<file path="src/vof_pkg.sv">
package vof_pkg;

    // ------------------------------------------------------------
    // Register map
    // ------------------------------------------------------------
    localparam int AXI_AW = 8;
    localparam logic [7:0] REG_CTRL = 8'h00;
    localparam logic [7:0] REG_OE = 8'h04;
    localparam logic [7:0] REG_STAT = 8'h08;
    localparam logic [5:0] CTRL_RST = 6'h00;
    localparam logic [4:0] OE_RST = 5'h1F;
    localparam int CTRL_MUX = 0;
    localparam int CTRL_EHDR = 1;
    localparam int CTRL_TEST = 2;
    localparam int CTRL_PAT = 3;
    localparam int CTRL_HLP = 5;
    localparam int OE_LUMA = 0;
    localparam int OE_CHROMA = 1;
    localparam int OE_HSYNC = 2;
    localparam int OE_VSYNC = 3;
    localparam int OE_MARK = 4;
    localparam logic [1:0] RESP_OKAY = 2'b00;
    localparam logic [1:0] RESP_SLVERR = 2'b10;

    // ------------------------------------------------------------
    // Code levels and header words
    // ------------------------------------------------------------
    localparam logic [7:0] Y_MIN = 8'h10;
    localparam logic [7:0] Y_MAX = 8'hF0;
    localparam logic [7:0] C_MIN = 8'h10;
    localparam logic [7:0] C_MAX = 8'hF0;
    localparam logic [7:0] C_ZERO = 8'h80;
    localparam logic [7:0] HDR_PRE = 8'hFF;
    localparam logic [7:0] HDR_ZERO = 8'h00;

    // ------------------------------------------------------------
    // Test patterns
    // ------------------------------------------------------------
    typedef enum logic [1:0] {
        VOF_PAT_YRAMP,
        VOF_PAT_CRAMP,
        VOF_PAT_FLAT,
        VOF_PAT_BAR
    } vof_pat_e;
    localparam logic [7:0] FLAT_Y = 8'hB4;
    localparam logic [7:0] BAR_Y_TOP = 8'hEB;
    localparam logic [7:0] BAR_Y_STEP = 8'h1C;
    localparam logic [7:0] BAR_C_LO = 8'h30;
    localparam logic [7:0] BAR_C_HI = 8'hD0;

    // ------------------------------------------------------------
    // Line windows of the wide-screen helper mode
    // ------------------------------------------------------------
    localparam logic [9:0] LN_F1 = 10'd1;
    localparam logic [9:0] LN_F2 = 10'd313;
    localparam logic [9:0] LN_CORE1_LO = 10'd60;
    localparam logic [9:0] LN_CORE1_HI = 10'd274;
    localparam logic [9:0] LN_CORE2_LO = 10'd372;
    localparam logic [9:0] LN_CORE2_HI = 10'd586;
    localparam logic [9:0] LN_HW1_LO = 10'd24;
    localparam logic [9:0] LN_HW1_HI = 10'd59;
    localparam logic [9:0] LN_HW2_LO = 10'd275;
    localparam logic [9:0] LN_HW2_HI = 10'd310;
    localparam logic [9:0] LN_HW3_LO = 10'd336;
    localparam logic [9:0] LN_HW3_HI = 10'd371;
    localparam logic [9:0] LN_HW4_LO = 10'd587;
    localparam logic [9:0] LN_HW4_HI = 10'd622;
    localparam logic [9:0] LN_REF1 = 10'd23;
    localparam logic [9:0] LN_REF2 = 10'd623;
    localparam logic [9:0] WSS_LAST_PIX = 10'd300;

endpackage
</file>
<file path="src/vof_formatter.sv">
// Contract
// - Header field bit zero field one, one field two
// - Header vertical bit one in vertical blanking
// - Header horizontal bit zero SAV, one EAV
// - Header task bit always one
// - Low four header bits are Hamming protection
// - Embedded header mode words at twice pixel rate
// - Header enable acts only with mux enabled; chroma floats in mux mode
// - Luma 16 to 240, chroma 128 plus/minus 112
// - Each data and sync output tri-stateable by register
// - Output enable pin low floats data outputs
// - Test mode replaces video with generated patterns
// - Helper lines bypass comb filter, processed as luma
// - Helper signal signed on luma port only
// - Core lines carry composite input as luma
// - Core picture uses raw converter amplitudes
// - Helper window lines output demodulated helper
// - Reference lines split signalling and reference parts
// - Syncs resampled on line-locked clock
// - Output timing lags input by three lines
//
// The AXI4-Lite interface to the registers and the register offsets were decided locally.
module vof_formatter (
    // Clock and reset
    input wire logic clk_sys_in,
    input wire logic rst_in,
    // AXI4-Lite register slave
    input wire logic [vof_pkg::AXI_AW-1:0] s_axi_awaddr_in,
    input wire logic s_axi_awvalid_in,
    output logic s_axi_awready_out,
    input wire logic [31:0] s_axi_wdata_in,
    input wire logic [3:0] s_axi_wstrb_in,
    input wire logic s_axi_wvalid_in,
    output logic s_axi_wready_out,
    output logic [1:0] s_axi_bresp_out,
    output logic s_axi_bvalid_out,
    input wire logic s_axi_bready_in,
    input wire logic [vof_pkg::AXI_AW-1:0] s_axi_araddr_in,
    input wire logic s_axi_arvalid_in,
    output logic s_axi_arready_out,
    output logic [31:0] s_axi_rdata_out,
    output logic [1:0] s_axi_rresp_out,
    output logic s_axi_rvalid_out,
    input wire logic s_axi_rready_in,
    // Pins from outside the clock domain
    input wire logic llc_in,
    input wire logic data_output_enable_pin_in,
    input wire logic hsync_in,
    input wire logic vsync_in,
    input wire logic field_in,
    input wire logic vblank_in,
    input wire logic active_in,
    // Video samples from the processing chain
    input wire logic [7:0] y_in,
    input wire logic [7:0] c_in,
    input wire logic [7:0] helper_in,
    input wire logic [7:0] cvbs_raw_in,
    // Output pins with enables, except the comb bypass output, which has none
    output logic [7:0] luma_out,
    output logic luma_oe_out,
    output logic [7:0] chroma_out,
    output logic chroma_oe_out,
    output logic hsync_out,
    output logic hsync_oe_out,
    output logic vsync_out,
    output logic vsync_oe_out,
    output logic active_pixel_marker_out,
    output logic active_pixel_marker_oe_out,
    output logic comb_bypass_out
);
    import vof_pkg::*;

    // ------------------------------------------------------------
    // Functions
    // ------------------------------------------------------------
    function automatic logic in_rng(input logic [9:0] v, input logic [9:0] lo,
                                    input logic [9:0] hi);
        return (v >= lo) && (v <= hi);
    endfunction

    function automatic logic [7:0] clip8(input logic [7:0] v, input logic [7:0] lo,
                                         input logic [7:0] hi);
        return (v < lo) ? lo : ((v > hi) ? hi : v);
    endfunction

    function automatic logic [7:0] hdr_status(input logic f, input logic v, input logic h);
        return {1'b1, f, v, h, v ^ h, f ^ h, f ^ v, f ^ v ^ h};
    endfunction

    // ------------------------------------------------------------
    // Pin synchronisers
    // ------------------------------------------------------------
    logic [6:0] sync1_q;
    logic [6:0] sync2_q;
    logic llc3_q;
    logic llc_s, pin_s, hs_s, vs_s, fld_s, vb_s, act_s;

    // Stage one feeds stage two only
    always_ff @(posedge clk_sys_in or posedge rst_in) begin
        if (rst_in) begin
            sync1_q <= 7'h00;
            sync2_q <= 7'h00;
            llc3_q <= 1'b0;
        end else begin
            sync1_q <= {llc_in, data_output_enable_pin_in, hsync_in, vsync_in,
                        field_in, vblank_in, active_in};
            sync2_q <= sync1_q;
            llc3_q <= sync2_q[6];
        end
    end
    assign {llc_s, pin_s, hs_s, vs_s, fld_s, vb_s, act_s} = sync2_q;

    // Pixel on rising link edge, word on either edge
    logic pix_en, word_en;
    assign pix_en = llc_s & ~llc3_q;
    assign word_en = llc_s ^ llc3_q;

    // ------------------------------------------------------------
    // Registers
    // ------------------------------------------------------------
    logic [5:0] ctrl_q;
    logic [4:0] oe_q;
    logic mux, ehdr, test, hm;
    vof_pat_e pat;
    assign mux = ctrl_q[CTRL_MUX];
    assign ehdr = ctrl_q[CTRL_EHDR] & mux;
    assign test = ctrl_q[CTRL_TEST];
    assign hm = ctrl_q[CTRL_HLP];
    assign pat = vof_pat_e'(ctrl_q[CTRL_PAT+:2]);

    // ------------------------------------------------------------
    // Line timing, delayed by three lines
    // ------------------------------------------------------------
    logic hs_q;
    logic [2:0] vs_dly_q, fld_dly_q, vb_dly_q;
    logic [9:0] line_q, pix_q;
    logic hs_rise;
    assign hs_rise = pix_en & hs_s & ~hs_q;

    // Vertical signals step one line per sync so they match the comb delay
    always_ff @(posedge clk_sys_in or posedge rst_in) begin
        if (rst_in) begin
            hs_q <= 1'b0;
            vs_dly_q <= 3'h0;
            fld_dly_q <= 3'h0;
            vb_dly_q <= 3'h0;
            line_q <= LN_F1;
            pix_q <= 10'h000;
        end else if (pix_en) begin
            hs_q <= hs_s;
            pix_q <= hs_rise ? 10'h000 : pix_q + 10'h001;
            if (hs_rise) begin
                vs_dly_q <= {vs_dly_q[1:0], vs_s};
                fld_dly_q <= {fld_dly_q[1:0], fld_s};
                vb_dly_q <= {vb_dly_q[1:0], vb_s};
                if (vs_dly_q[1] & ~vs_dly_q[2]) begin
                    line_q <= fld_dly_q[1] ? LN_F2 : LN_F1;
                end else begin
                    line_q <= line_q + 10'h001;
                end
            end
        end
    end

    logic core_l, hwin_l, ref_l, wss_p;
    assign core_l = in_rng(line_q, LN_CORE1_LO, LN_CORE1_HI)
                  | in_rng(line_q, LN_CORE2_LO, LN_CORE2_HI);
    assign hwin_l = in_rng(line_q, LN_HW1_LO, LN_HW1_HI)
                  | in_rng(line_q, LN_HW2_LO, LN_HW2_HI)
                  | in_rng(line_q, LN_HW3_LO, LN_HW3_HI)
                  | in_rng(line_q, LN_HW4_LO, LN_HW4_HI);
    assign ref_l = (line_q == LN_REF1) | (line_q == LN_REF2);
    assign wss_p = pix_q <= WSS_LAST_PIX;

    // ------------------------------------------------------------
    // Sample selection
    // ------------------------------------------------------------
    logic [2:0] bar;
    logic [7:0] y_tp, c_tp, y_hlp, y_sel, c_sel;
    assign bar = pix_q[9:7];

    // Pattern generator; ramps run the full code range on purpose
    always_comb begin
        unique case (pat)
            VOF_PAT_YRAMP: begin
                y_tp = pix_q[7:0];
                c_tp = C_ZERO;
            end
            VOF_PAT_CRAMP: begin
                y_tp = FLAT_Y;
                c_tp = pix_q[7:0];
            end
            VOF_PAT_FLAT: begin
                y_tp = FLAT_Y;
                c_tp = C_ZERO;
            end
            VOF_PAT_BAR: begin
                y_tp = BAR_Y_TOP - 8'({5'h00, bar} * BAR_Y_STEP);
                c_tp = (pix_q[0] ? bar[1] : bar[0]) ? BAR_C_LO : BAR_C_HI;
            end
        endcase
    end

    // Reference lines: signalling part raw, reference part offset binary
    assign y_hlp = wss_p ? cvbs_raw_in : helper_in + C_ZERO;

    // Priority: test, blanking, helper windows, standard
    assign y_sel = test ? y_tp :
                   ~act_s ? Y_MIN :
                   (hm & core_l) ? cvbs_raw_in :
                   (hm & hwin_l) ? helper_in :
                   (hm & ref_l) ? y_hlp :
                   clip8(y_in, Y_MIN, Y_MAX);
    // Helper never appears on chroma; chroma sits at its zero code there
    assign c_sel = test ? c_tp :
                   ~act_s ? C_ZERO :
                   (hm & (hwin_l | ref_l)) ? C_ZERO :
                   clip8(c_in, C_MIN, C_MAX);

    // Two-pixel delay leaves room to insert the start header in blanking
    logic [7:0] y1_q, c1_q, y2_q, c2_q;
    logic a1_q, a2_q;
    always_ff @(posedge clk_sys_in or posedge rst_in) begin
        if (rst_in) begin
            y1_q <= Y_MIN;
            c1_q <= C_ZERO;
            y2_q <= Y_MIN;
            c2_q <= C_ZERO;
            a1_q <= 1'b0;
            a2_q <= 1'b0;
        end else if (pix_en) begin
            y1_q <= y_sel;
            c1_q <= c_sel;
            a1_q <= act_s;
            y2_q <= y1_q;
            c2_q <= c1_q;
            a2_q <= a1_q;
        end
    end

    // ------------------------------------------------------------
    // Embedded headers
    // ------------------------------------------------------------
    logic hdr_on_q, hdr_h_q, hdr_last_q;
    logic [1:0] hdr_cnt_q;
    logic sav, eav, hdr_go, hdr_act;
    logic [1:0] hdr_idx;
    logic [7:0] hdr_word, luma_d;
    assign sav = act_s & ~a1_q;
    assign eav = a2_q & ~a1_q;
    assign hdr_go = ehdr & pix_en & (sav | eav);
    assign hdr_act = hdr_go | hdr_on_q;
    assign hdr_idx = hdr_go ? 2'd0 : hdr_cnt_q;
    assign hdr_word = (hdr_idx == 2'd0) ? HDR_PRE :
                      (hdr_idx == 2'd3) ? hdr_status(fld_dly_q[2], vb_dly_q[2],
                                                     hdr_go ? eav : hdr_h_q) :
                      HDR_ZERO;

    // Falling edge carries luma, the next rising edge chroma of the same pixel
    assign luma_d = hdr_act ? hdr_word :
                    (mux & pix_en) ? c2_q : y2_q;

    always_ff @(posedge clk_sys_in or posedge rst_in) begin
        if (rst_in) begin
            hdr_on_q <= 1'b0;
            hdr_h_q <= 1'b0;
            hdr_cnt_q <= 2'd0;
            hdr_last_q <= 1'b0;
        end else begin
            hdr_last_q <= word_en & hdr_act & (hdr_idx == 2'd3);
            if (hdr_go) begin
                hdr_h_q <= eav;
            end
            if (word_en & hdr_act) begin
                hdr_cnt_q <= hdr_idx + 2'd1;
                hdr_on_q <= hdr_idx != 2'd3;
            end
        end
    end

    // ------------------------------------------------------------
    // Output pins
    // ------------------------------------------------------------
    logic luma_upd;
    logic [7:0] lp1_q, lp2_q, lp3_q;
    assign luma_upd = mux ? word_en : pix_en;

    // Data and syncs; sync pins are unused in the embedded format
    always_ff @(posedge clk_sys_in or posedge rst_in) begin
        if (rst_in) begin
            luma_out <= Y_MIN;
            chroma_out <= C_ZERO;
            hsync_out <= 1'b0;
            vsync_out <= 1'b0;
            active_pixel_marker_out <= 1'b0;
            comb_bypass_out <= 1'b0;
            lp1_q <= 8'h00;
            lp2_q <= 8'h00;
            lp3_q <= 8'h00;
        end else begin
            if (luma_upd) begin
                luma_out <= luma_d;
                lp1_q <= luma_out;
                lp2_q <= lp1_q;
                lp3_q <= lp2_q;
            end
            if (pix_en) begin
                chroma_out <= c2_q;
                hsync_out <= hs_s & ~ehdr;
                vsync_out <= vs_dly_q[2] & ~ehdr;
                active_pixel_marker_out <= a2_q & ~ehdr;
                comb_bypass_out <= hm & (hwin_l | ref_l);
            end
        end
    end

    // Enables: the pin float costs the synchroniser latency plus one register cycle
    always_ff @(posedge clk_sys_in or posedge rst_in) begin
        if (rst_in) begin
            luma_oe_out <= 1'b0;
            chroma_oe_out <= 1'b0;
            hsync_oe_out <= 1'b0;
            vsync_oe_out <= 1'b0;
            active_pixel_marker_oe_out <= 1'b0;
        end else begin
            luma_oe_out <= oe_q[OE_LUMA] & pin_s;
            chroma_oe_out <= oe_q[OE_CHROMA] & pin_s & ~mux;
            hsync_oe_out <= oe_q[OE_HSYNC];
            vsync_oe_out <= oe_q[OE_VSYNC];
            active_pixel_marker_oe_out <= oe_q[OE_MARK];
        end
    end

    // ------------------------------------------------------------
    // AXI4-Lite slave
    // ------------------------------------------------------------
    logic aw_got_q, w_got_q;
    logic [7:0] awaddr_q;
    logic [31:0] wdata_q;
    logic wstrb0_q;
    logic aw_hs, w_hs, have_aw, have_w, do_wr, ar_hs;
    logic aw_got_d, w_got_d, bvalid_d, rvalid_d;
    logic [7:0] wa;
    logic [31:0] wd, rd;
    logic ws0;
    assign aw_hs = s_axi_awvalid_in & s_axi_awready_out;
    assign w_hs = s_axi_wvalid_in & s_axi_wready_out;
    assign have_aw = aw_got_q | aw_hs;
    assign have_w = w_got_q | w_hs;
    assign do_wr = have_aw & have_w;
    assign wa = aw_got_q ? awaddr_q : s_axi_awaddr_in;
    assign wd = w_got_q ? wdata_q : s_axi_wdata_in;
    assign ws0 = w_got_q ? wstrb0_q : s_axi_wstrb_in[0];
    assign aw_got_d = have_aw & ~do_wr;
    assign w_got_d = have_w & ~do_wr;
    assign bvalid_d = do_wr | (s_axi_bvalid_out & ~s_axi_bready_in);
    assign ar_hs = s_axi_arvalid_in & s_axi_arready_out;
    assign rvalid_d = ar_hs | (s_axi_rvalid_out & ~s_axi_rready_in);
    assign rd = (s_axi_araddr_in == REG_CTRL) ? {26'h0, ctrl_q} :
                (s_axi_araddr_in == REG_OE) ? {27'h0, oe_q} :
                {13'h0, pin_s, vb_dly_q[2], fld_dly_q[2], 6'h0, line_q};

    // Address and data may arrive in either order
    always_ff @(posedge clk_sys_in or posedge rst_in) begin
        if (rst_in) begin
            aw_got_q <= 1'b0;
            w_got_q <= 1'b0;
            awaddr_q <= 8'h00;
            wdata_q <= 32'h0000_0000;
            wstrb0_q <= 1'b0;
            s_axi_awready_out <= 1'b1;
            s_axi_wready_out <= 1'b1;
            s_axi_bvalid_out <= 1'b0;
            s_axi_bresp_out <= RESP_OKAY;
            ctrl_q <= CTRL_RST;
            oe_q <= OE_RST;
        end else begin
            aw_got_q <= aw_got_d;
            w_got_q <= w_got_d;
            s_axi_awready_out <= ~aw_got_d & ~bvalid_d;
            s_axi_wready_out <= ~w_got_d & ~bvalid_d;
            s_axi_bvalid_out <= bvalid_d;
            if (aw_hs) begin
                awaddr_q <= s_axi_awaddr_in;
            end
            if (w_hs) begin
                wdata_q <= s_axi_wdata_in;
                wstrb0_q <= s_axi_wstrb_in[0];
            end
            if (do_wr) begin
                s_axi_bresp_out <= (wa == REG_CTRL || wa == REG_OE || wa == REG_STAT)
                                   ? RESP_OKAY : RESP_SLVERR;
                if (ws0 && wa == REG_CTRL) begin
                    ctrl_q <= wd[5:0];
                end
                if (ws0 && wa == REG_OE) begin
                    oe_q <= wd[4:0];
                end
            end
        end
    end

    // Read answers one cycle after the address is taken
    always_ff @(posedge clk_sys_in or posedge rst_in) begin
        if (rst_in) begin
            s_axi_arready_out <= 1'b1;
            s_axi_rvalid_out <= 1'b0;
            s_axi_rdata_out <= 32'h0000_0000;
            s_axi_rresp_out <= RESP_OKAY;
        end else begin
            s_axi_arready_out <= ~rvalid_d;
            s_axi_rvalid_out <= rvalid_d;
            if (ar_hs) begin
                s_axi_rdata_out <= (s_axi_araddr_in <= REG_STAT) && (s_axi_araddr_in[1:0] == 2'b00)
                                   ? rd : 32'h0000_0000;
                s_axi_rresp_out <= (s_axi_araddr_in <= REG_STAT)
                                   && (s_axi_araddr_in[1:0] == 2'b00) ? RESP_OKAY : RESP_SLVERR;
            end
        end
    end
endmodule

</file>
<file path="config.mk">
export PLATFORM = sky130hd
export DESIGN_NAME = vof_formatter
export DESIGN_NICKNAME = d
export VERILOG_FILES = /design/src/vof_pkg.sv /design/src/vof_formatter.sv
export SDC_FILE = /design/constraint.sdc
export NUM_CORES = 1
export LEC_CHECK = 0
export ABC_AREA = 1
export BUFFER_PORTS_ARGS = -buffer_cell sky130_fd_sc_hd__buf_2
export CORE_MARGIN = 4
export CORE_UTILIZATION = 57
export CTS_BUF_LIST = sky130_fd_sc_hd__clkbuf_2
export DETAILED_ROUTE_END_ITERATION = 6
export PLACE_DENSITY = 0.82
export SYNTH_ARGS = -nofsm -noshare
export SYNTH_HDL_FRONTEND = slang
export SYNTH_SLANG_ARGS = --single-unit
</file>
<file path="constraint.sdc">
create_clock -name clk_sys_in -period 6.2 [get_ports clk_sys_in]
set_clock_uncertainty 0.1 [all_clocks]
set_input_delay 0.31 -clock clk_sys_in [delete_from_list [all_inputs] [get_ports clk_sys_in]]
set_output_delay 0.31 -clock clk_sys_in [all_outputs]
set_load 0.01 [all_outputs]
</file>
==> results of run 1 <==
## worst max-delay path by stage
stage / from / end
3_5_place_dp: sync2_q[6] / luma_out[2]
2_1_floorplan: rst_in / a1_q
3_3_place_gp: sync2_q[6] / luma_out[2]
4_1_cts: line_q[0] / y1_q[5]
5_1_grt: line_q[0] / y1_q[5]
6_report: line_q[0] / y1_q[7]
## synth_stat cells (all sizes together), types with 4 or more instances
| cell type | count | area, um^2 |
|---|---|---|
| buf | 29 | 210 |
| xor2 | 5 | 43.8 |
| or2 | 4 | 25.0 |
| nor4 | 6 | 43.8 |
| o21ai | 122 | 618 |
| o31ai | 4 | 30.0 |
| ha | 18 | 225 |
| dfstp | 15 | 394 |
| o221ai | 4 | 35.0 |
| nor3 | 11 | 55.1 |
| dfrtp | 141 | 3530 |
| o211ai | 13 | 97.6 |
| inv | 134 | 505 |
| clkbuf | 21 | 78.8 |
| nand3 | 68 | 340 |
| a31oi | 6 | 37.5 |
| a21oi | 57 | 289 |
| nand4 | 15 | 93.8 |
| nor2 | 95 | 379 |
| nand2 | 240 | 913 |
## stage by stage
stage	hold slack [ns]	instance area, um^2	power, W	util (%)
2_1_floorplan	0.231	8250	0.00203	-
3_3_place_gp	0.232	8770	0.00227	63.0
3_5_place_dp	0.235	8770	0.00230	63.0
4_1_cts	0.0000936	9830	0.00301	70.6
5_1_grt	0.00527	9840	0.00326	70.6
6_report	0.0838	9840	0.00305	70.6
## routing by layer
layer	track usage [%]	up-vias	wire (um)	share of wire, %
met5	0	-	23	0.10
met3	7.21	71	1560	7.0
met1	35.0	3611	9240	41
met2	45.9	308	10600	48
li1	-	3700	-	-
met4	12.3	4	821	3.7
## power breakdown
part	internal [W]	switching (W)	leakage, nW	total, W
clock	0.000228	0.000381	0.148	0.000608
sequential	0.00126	0.000199	1.95	0.00146
combinational	0.000387	0.000600	2.88	0.000987
total	0.00187	0.00118	4.97	0.00305
## logic make-up after synthesis
logic type	count (synthesis)
AOI/OAI and AO/OA	219
DFF	156
xor gates and xnor gates	7
adders and majority gates	21
muxes	2
buffers and inverters	187
and+or+nand+nor	440
other	1
## final cells by class
cell class | instances | share of cell area, %
diodes | 1 | 0.0254
clock buffers | 18 | 0.916
clock inverters | 14 | 1.70
inverters | 137 | 5.32
multi-input cells | 710 | 35.7
flip-flops and latches | 156 | 39.9
well taps | 180 | 2.29
repair buffers | 196 | 14.1
## cells in the final DEF (no fill, tap or decap), drive strengths merged, types with 2 or more instances in the layout
master and instances:
nand2 240, dfrtp 141, inv 137, o21ai 122, buf 116, nor2 95, dlygate4sd3 80, nand3 68
a21oi 57, conb 21, ha 18, clkbuf 18, nand4 15, dfstp 15, o211ai 13, nor3 11
clkinv 8, a31oi 6, nor4 6, xor2 5, or2 4, o31ai 4, o221ai 4, o22ai 3
fa 3, bufinv 3, clkinvlp 3, mux2i 2, xnor2 2, a22o 2, a21boi 2
==> flow_summary.rst, run 1 <==
.. list-table::
   :header-rows: 1

   * - Metric
     - Value
   * - Top reg by flops
     - s_axi_rdata_out
   * - Post-CTS setup buffers
     - 0
   * - Flip-flop count of the largest register, all copies and words added
     - 13
   * - First-pass GRT wire length
     - 36400 um
   * - Crit Reg-Reg Startpoint
     - line_q[0]
   * - Outcome
     - finished clean
   * - Combined area of the multi-input logic cells
     - 3520 um^2
   * - Maximum root-to-sink buffer count
     - 2
   * - Syn-to-layout area delta
     - 20.4%
   * - GRT Residual Overflow
     - 0
   * - Share of the clock period used by the worst path after layout
     - 58.1%
   * - Number of hold-slack violations in the final timing report
     - 0
   * - Series of cell instances along the critical path
     - ha_1 > inv_1 > nor2_4 > nand4_1 > a21boi_2 > or2_2 > nand3_1 > nand3_1 > dlygate4sd3_1 > nand2_1 > dlygate4sd3_1 > a21oi_1
   * - Hold path startpoint
     - vblank_in
   * - Die Footprint
     - 16300 um^2
   * - Post-route antenna net violation count
     - 0
   * - Count of flip-flops with a built-in enable after synthesis
     - 0
   * - Power density normalized to cell area
     - 310 nW/um^2
   * - Number of flip-flops and latches in the synthesized netlist
     - 156
   * - Yosys synthesis warning count
     - 0
   * - Detailed placement HPWL
     - 14400 um
   * - Registers with the highest flip-flop counts
     - s_axi_rdata_out (13), line_q (10), pix_q (10)
   * - Cell family contributing the most delay on the critical path
     - buffers and inverters
   * - Fraction of final layout cells sized beyond drive strength 1
     - 15.5%
   * - Mean post-synth cell area
     - 7.91 um^2
   * - Synthesized cell area
     - 8170 um^2
   * - Relative slew margins
     - 35.1%
   * - Per-cell routed wire length
     - 15.8 um
   * - Worst Setup Path Type
     - reg2reg
   * - Startpoint type of the worst setup path
     - flop
   * - CP max FO
     - 11
   * - Fillcell total
     - 1051
   * - TritonCTS buffer count
     - 17
   * - CTS Sinks
     - 156
   * - Placed insts
     - 1299
   * - Arrival @ worst endpoint
     - 4.18 ns
   * - Synth Area in Adders
     - 3.49%
   * - RSZ-0062 raised after global routing
     - false
   * - # IOs
     - 164
   * - Number of placement rows
     - 43
   * - Peak supply drop
     - 0.293 mV
   * - Endpoints failing setup
     - 0
   * - Starting utilization of the core area
     - 58.6%
   * - Type of the worst min-delay path
     - in2reg
   * - Post-detailed-routing wire length
     - 22300 um
   * - Main combinational cell family by area after synthesis
     - simple AND/OR/NAND/NOR gates
   * - Horiz. Die Dim
     - 128 um
   * - Resized Gates After CTS
     - 0
   * - Floorplan Core Area
     - 13900 um^2
   * - Worst-margin pin slew
     - 0.973 ns
   * - Number of cells produced by synthesis
     - 1033
   * - Area fraction in compound gates after synthesis
     - 14.8%
   * - Layout Cells excl Fill
     - 1412
   * - Hold_buf cts
     - 80
   * - Ys async rst share
     - 100%
   * - Fmax
     - 278 MHz
   * - Number of max-capacitance violations reported
     - 0
   * - Hold Path Sink
     - sync1_q[1]
   * - CP Buf/Inv Count
     - 3
   * - Number of global-route vias before repair
     - 7453
   * - Data required time of the worst path
     - 6.78 ns
   * - # port buffers
     - 113
   * - # H-tree levels
     - 4
   * - Nets
     - 1337
   * - All-layer global routing usage
     - 27.9%
   * - Final critical-path setup slack
     - 2.60 ns
   * - Post-route minimum period
     - 3.60 ns
   * - Longest individual stage delay on the worst path
     - 0.58 ns
   * - CTS Root Cell
     - sky130_fd_sc_hd__clkbuf_2
   * - R2R Setup Slk
     - 2.60 ns
   * - Vias after detailed routing
     - 7694
   * - Remaining design rule violation count
     - 0
   * - Hold Path Stages
     - 2
   * - Seq/Total Area, Yosys
     - 48.0%
   * - Stages on worst setup path
     - 12
   * - Later-pin clock latency in the skew report
     - 0.74 ns
   * - Detailed-router iteration count before antenna repair
     - 5
   * - Slew Viols, Final
     - 0
   * - Worst r2r path cells
     - 12
   * - Final GP Congestion
     - 0.954
   * - DRC violation total after the first TritonRoute iteration
     - 670
   * - CTS clock-pin slew for the worst setup and hold paths
     - 0.25 ns
   * - Synthesized-area fraction occupied by xor and xnor cells
     - 0.750%
   * - Mux cell area share after synthesis
     - 0.245%
   * - CTS tree
     - built
   * - Setup TNS
     - 0 ns
   * - Endpoint class of the critical path
     - flop
   * - Leak
     - 4.97 nW
   * - Most frequently used flop master after synthesis
     - sky130_fd_sc_hd__dfrtp_1
   * - Worst slack at placement
     - 3.02 ns
   * - Number of library cell types mapped by synthesis
     - 47
   * - Routed via count divided by cell count
     - 5.45
   * - Pin count of the biggest net entering global routing
     - 97
   * - Vert. Die Dim
     - 128 um
   * - Capture point of the worst reg-to-reg path
     - y1_q[7]
   * - Number of antenna violations at the first check in global routing
     - 3
   * - Critical-path top delay cell
     - sky130_fd_sc_hd__dfstp_2
   * - Flip-flop and latch area
     - 3920 um^2
   * - Simple logic cell fraction of the synthesized area
     - 22.7%
(Power assumes the default switching activity.)
==> inputs of run 2 (changes only) <==
Settings changed: CORE_UTILIZATION 57 to 52, PLACE_DENSITY 0.82 to 0.79.
Clock period 6.2 ns to 3.3 ns, I/O delays scaled along.
==> flow_summary.rst, run 2 (synthesis results as in run 1) <==
.. list-table::
   :header-rows: 1

   * - Metric
     - Value
   * - Later-pin clock latency in the skew report
     - 0.74 ns
   * - Post-layout utilization of the core
     - 66.4%
   * - Pin count of the biggest net entering global routing
     - 157
   * - Number of antenna violations at the first check in global routing
     - 0
   * - Worst-margin pin slew
     - 0.832 ns
   * - Setup TNS
     - 0 ns
   * - Number of hold-slack violations in the final timing report
     - 0
   * - Data required time of the worst path
     - 3.88 ns
   * - Post-route antenna net violation count
     - 0
   * - Commonest non-fill, non-tap cell in the layout
     - sky130_fd_sc_hd__nand2_1
   * - Leak
     - 5.10 nW
   * - Power density normalized to cell area
     - 570 nW/um^2
   * - DRC violation total after the first TritonRoute iteration
     - 517
   * - Endpoints failing setup
     - 0
   * - Peak supply drop
     - 0.454 mV
   * - CTS clock-pin slew for the worst setup and hold paths
     - 0.23 ns
   * - Met3 GRT Util
     - 6.38%
   * - R2R Setup Slk
     - 0.22 ns
   * - Final total power
     - 0.00579 W
   * - Share of the clock period used by the worst path after layout
     - 93.3%
   * - Crit Reg-Reg Startpoint
     - line_q[9]
   * - Global-route track usage on met1
     - 33.6%
   * - Final GP Congestion
     - 0.970
   * - Detailed placement HPWL
     - 14500 um
   * - # IOs
     - 164
   * - TritonCTS buffer count
     - 17
   * - Detailed-router iteration count before antenna repair
     - 7
   * - Floorplan Core Area
     - 15300 um^2
   * - Outcome
     - finished, violations left
   * - Syn-to-layout area delta
     - 24.4%
   * - Most used cells in the layout excluding fill and tap cells
     - 235 x sky130_fd_sc_hd__nand2_1, 141 x sky130_fd_sc_hd__dfrtp_1, 124 x sky130_fd_sc_hd__inv_1
   * - Fmax
     - 325 MHz
   * - Slew Viols, Final
     - 0
   * - Worst Setup Path Type
     - reg2reg
   * - Met2 Usage GRT
     - 43.6%
   * - CTS tree
     - built
   * - CP Buf/Inv Count
     - 3
   * - Remaining design rule violation count
     - 4
   * - Routed via count divided by cell count
     - 5.27
   * - # H-tree levels
     - 4
   * - Fraction of final layout cells sized beyond drive strength 1
     - 15.4%
   * - Arrival @ worst endpoint
     - 3.66 ns
   * - Horiz. Die Dim
     - 133 um
   * - Number of max-capacitance violations reported
     - 0
   * - Capture point of the worst reg-to-reg path
     - c1_q[0]
   * - Nets
     - 1365
   * - All-layer global routing usage
     - 26.2%
   * - CP max FO
     - 9
   * - Post-detailed-routing wire length
     - 22700 um
   * - # port buffers
     - 113
   * - Series of cell instances along the critical path
     - clkinv_2 > nand2_1 > nor2_4 > nand3_1 > nand3_1 > nand2_1 > inv_2 > o21ai_2 > nand2_1 > nor2_2 > nand3_1 > dlygate4sd3_1 > o211ai_1
   * - Endpoint class of the critical path
     - flop
   * - Number of placement rows
     - 45
   * - RSZ-0062 raised after global routing
     - false
   * - Maximum root-to-sink buffer count
     - 2
   * - Type of the worst min-delay path
     - in2async
   * - GRT Residual Overflow
     - 0
   * - Vias after detailed routing
     - 7757
   * - Critical-path top delay cell
     - sky130_fd_sc_hd__dfrtp_1
   * - Starting utilization of the core area
     - 53.3%
   * - Die Footprint
     - 17800 um^2
   * - Per-cell routed wire length
     - 15.4 um
   * - Vert. Die Dim
     - 133 um
   * - Number of global-route vias before repair
     - 7717
   * - Post-route minimum period
     - 3.08 ns
   * - Fillcell total
     - 1273
   * - Layer with the highest usage after global routing
     - met2
   * - Cell family contributing the most delay on the critical path
     - simple AND/OR/NAND/NOR gates
   * - First-pass GRT wire length
     - 37700 um
   * - CTS Root Cell
     - sky130_fd_sc_hd__clkbuf_2
   * - Registers with the highest flip-flop counts
     - s_axi_rdata_out (13), line_q (10), pix_q (10)
   * - Longest individual stage delay on the worst path
     - 0.64 ns
   * - Top reg by flops
     - s_axi_rdata_out
   * - CTS Sinks
     - 156
   * - Worst r2r path cells
     - 13
   * - Flip-flop count of the largest register, all copies and words added
     - 13
   * - Relative slew margins
     - 44.5%
   * - Violated checks
     - design-rule violations
   * - Startpoint type of the worst setup path
     - flop
==> run 2: what timing repair did <==
item | in CTS | in global routing
hold buffers | 105 | 0
gates resized for setup | 0 | 1
setup endpoints to repair | 0 | 1
setup buffers | 0 | 0
endpoints found under the hold margin | 222 | 0
==> run 2: routing by layer <==
layer / vias up / part of all wire, %
met5: - / 0
met3: 53 / 7.0
met2: 314 / 48
met1: 3630 / 42
met4: 0 / 2.8
li1: 3760 / -
==> run 2: through the flow <==
stage                     worst slack, ns  cell area [um^2]  hold WS (ns)  instances
final                               0.221             10200        0.0668       1471
after global routing               0.0367             10200        0.0640       1469
after CTS                           0.284             10200        0.0168       1469
after detailed placement            0.686              8850         0.175       1333
after global placement              0.755              8850         0.175       1333
after floorplan                     0.881              8250        0.0964       1053
==> run 2: layout make-up <==
class / count / area [um^2] / share of cell area (%)
flip-flops and latches: 156 / 3920 / 38.6
multi-input cells: 710 / 3520 / 34.7
repair buffers: 224 / 1670 / 16.5
inverters: 137 / 522 / 5.13
well taps: 211 / 264 / 2.60
clock inverters: 14 / 169 / 1.66
clock buffers: 17 / 85.1 / 0.837
diodes: 2 / 5.00 / 0.0492
==> run 2: power breakdown <==
part | switching (W) | total (W) | internal [W]
Combinational | 0.00115 | 0.00192 | 0.000769
Sequential | 0.000366 | 0.00273 | 0.00236
Clock | 0.000717 | 0.00114 | 0.000422
==> run 2: worst max path at each step <==
stage | startpoint | endpoint | slack, ns | depth (start not counted)
after global placement | pix_q[7] | y1_q[7] | 0.75 | 9
after CTS | line_q[0] | y1_q[7] | 0.28 | 11
final | line_q[9] | c1_q[0] | 0.22 | 13
after detailed placement | pix_q[7] | y1_q[7] | 0.69 | 10
after floorplan | pix_q[7] | y1_q[7] | 0.88 | 9
after global routing | pix_q[9] | y1_q[3] | 0.04 | 13
==> run 2: tightest hold or removal path, delay by kind of cell <==
kind                   cells  cell delay [ns]
buffers and inverters      4             1.29
==> inputs of run 3 (changes only) <==
Settings changed: CORE_UTILIZATION 52 to 41, PLACE_DENSITY 0.79 to unset.
Clock period 3.3 ns to 2.7 ns, I/O delays scaled along.
==> flow_summary.rst, run 3 (synthesis results as in run 1) <==
.. list-table::
   :header-rows: 1

   * - Metric
     - Value
   * - Outcome
     - finished clean
   * - Commonest non-fill, non-tap cell in the layout
     - sky130_fd_sc_hd__nand2_1
   * - Flip-flop count of the largest register, all copies and words added
     - 13
   * - Critical-path top delay cell
     - sky130_fd_sc_hd__dlygate4sd3_1
   * - DRC violation total after the first TritonRoute iteration
     - 484
   * - Share of the clock period used by the worst path after layout
     - 94.5%
   * - Post-layout utilization of the core
     - 53.3%
   * - Fmax
     - 392 MHz
   * - Post-route antenna net violation count
     - 0
   * - Global-route track usage on met1
     - 28.5%
   * - Most used cells in the layout excluding fill and tap cells
     - 235 x sky130_fd_sc_hd__nand2_1, 139 x sky130_fd_sc_hd__dfrtp_1, 124 x sky130_fd_sc_hd__inv_1
   * - Post-detailed-routing wire length
     - 22900 um
   * - CTS Root Cell
     - sky130_fd_sc_hd__clkbuf_2
   * - # port buffers
     - 113
   * - Pin count of the biggest net entering global routing
     - 102
   * - Startpoint type of the worst setup path
     - input pin
   * - Leak
     - 5.21 nW
   * - Worst Setup Path Type
     - in2reg
   * - CP max FO
     - 6
   * - Number of antenna violations at the first check in global routing
     - 1
   * - Number of max-capacitance violations reported
     - 0
   * - Number of hold-slack violations in the final timing report
     - 0
   * - Nets
     - 1390
   * - # IOs
     - 164
   * - TritonCTS buffer count
     - 17
   * - Horiz. Die Dim
     - 149 um
   * - Die Footprint
     - 22300 um^2
   * - Peak supply drop
     - 0.478 mV
   * - Worst-margin pin slew
     - 0.665 ns
   * - Later-pin clock latency in the skew report
     - 0.73 ns
   * - # H-tree levels
     - 4
   * - Final GP Congestion
     - 0.885
   * - Relative slew margins
     - 55.5%
   * - Top reg by flops
     - s_axi_rdata_out
   * - Endpoints failing setup
     - 0
   * - Series of cell instances along the critical path
     - dlygate4sd3_1 > buf_2 > nor2_1 > inv_1 > nor4_2 > dlygate4sd3_1 > nand3_1 > dlygate4sd3_1 > nand3_1 > dlygate4sd3_1
   * - Post-route minimum period
     - 2.55 ns
   * - Detailed-router iteration count before antenna repair
     - 5
   * - Vert. Die Dim
     - 149 um
   * - Cell family contributing the most delay on the critical path
     - buffers and inverters
   * - All-layer global routing usage
     - 21.1%
   * - Detailed placement HPWL
     - 15900 um
   * - Floorplan Core Area
     - 19500 um^2
   * - Slew Viols, Final
     - 0
   * - Final total power
     - 0.00685 W
   * - Syn-to-layout area delta
     - 27.3%
   * - Remaining design rule violation count
     - 0
   * - Endpoint class of the critical path
     - flop
   * - CTS clock-pin slew for the worst setup and hold paths
     - 0.24 ns
   * - Met2 Usage GRT
     - 33.6%
   * - Worst slack at placement
     - 0.139 ns
   * - Registers with the highest flip-flop counts
     - s_axi_rdata_out (13), line_q (10), pix_q (10)
   * - Routed via count divided by cell count
     - 4.89
   * - Data required time of the worst path
     - 3.29 ns
   * - CTS Sinks
     - 156
   * - Starting utilization of the core area
     - 41.8%
   * - Arrival @ worst endpoint
     - 3.15 ns
   * - Layout Cells excl Fill
     - 1550
   * - Number of placement rows
     - 51
   * - Placed insts
     - 1396
   * - Layer with the highest usage after global routing
     - met2
   * - Met3 GRT Util
     - 4.89%
   * - CP Buf/Inv Count
     - 6
   * - Per-cell routed wire length
     - 14.8 um
   * - GRT Residual Overflow
     - 0
   * - Type of the worst min-delay path
     - in2reg
   * - Longest individual stage delay on the worst path
     - 0.67 ns
   * - Fraction of final layout cells sized beyond drive strength 1
     - 16.2%
   * - Maximum root-to-sink buffer count
     - 2
   * - Final critical-path setup slack
     - 0.149 ns
   * - Vias after detailed routing
     - 7575
   * - Number of global-route vias before repair
     - 7397
   * - CTS tree
     - built
   * - First-pass GRT wire length
     - 37300 um
   * - Power density normalized to cell area
     - 658 nW/um^2
   * - Cell mode on critical path
     - sky130_fd_sc_hd__dlygate4sd3_1
==> run 3: worst min-delay path, stage by stage <==
cell	delay, ns
sky130_fd_sc_hd__dlygate4sd3_1	0.52
sky130_fd_sc_hd__buf_2	0.11
sky130_fd_sc_hd__nor2_1	0.05
sky130_fd_sc_hd__nor2_1	0.10
==> run 3: report_power, final <==
part | internal [W] | switching [W] | total [W]
sequential | 0.00289 | 0.000414 | 0.00330
combinational | 0.000970 | 0.00139 | 0.00236
clock | 0.000328 | 0.000860 | 0.00119
==> run 3: cell type report <==
cell class	instances	area, um^2
clock buffer	19	95.1
multi-input combinational	710	3530
antenna	1	2.50
clock inverter	13	97.6
inverter	137	522
sequential	156	3930
fill	1906	9130
timing repair buffer	249	1900
tap	265	332
==> run 3: metrics by stage <==
| step | hold WS (ns) | setup TNS, ns | cell area [um^2] |
|---|---|---|---|
| floorplan | 0.0664 | 0 | 8250 |
| global placement | 0.0404 | 0 | 8980 |
| detailed placement | 0.0395 | 0 | 8980 |
| CTS | 0.0128 | 0 | 10400 |
| global route | 0.0268 | -0.000566 | 10400 |
| finish | 0.0977 | 0 | 10400 |
==> run 3: worst paths after layout <==
check | slack, ns | to | cells past startpoint | start
worst min-delay path | 0.1 | s_axi_wready_out | 4 | s_axi_bready_in
worst max register to register | 0.16 | s_axi_rdata_out[5] | 9 | s_axi_arready_out
worst max-delay path | 0.15 | s_axi_rdata_out[5] | 10 | s_axi_araddr_in[1]
min in group asynchronous | 0.39 | sync2_q[2] | 4 | rst_in
max in group asynchronous | 1.21 | pix_q[8] | 5 | rst_in
worst min register to register | 0.27 | sync2_q[1] | 0 | sync1_q[1]
==> run 3: timing repair <==
item / 4_1_cts / 5_1_grt
hold buffers: 119 / 0
setup endpoints to repair: 0 / 3
hold endpoints to repair: 213 / 0
setup buffers: 0 / 2
resized for setup: 0 / 5
==> run 3: per-layer routing <==
layer	up-vias	part of all wire (%)
met5	-	0
met4	0	2.2
met3	31	5.7
met2	219	46
met1	3521	46
li1	3804	-
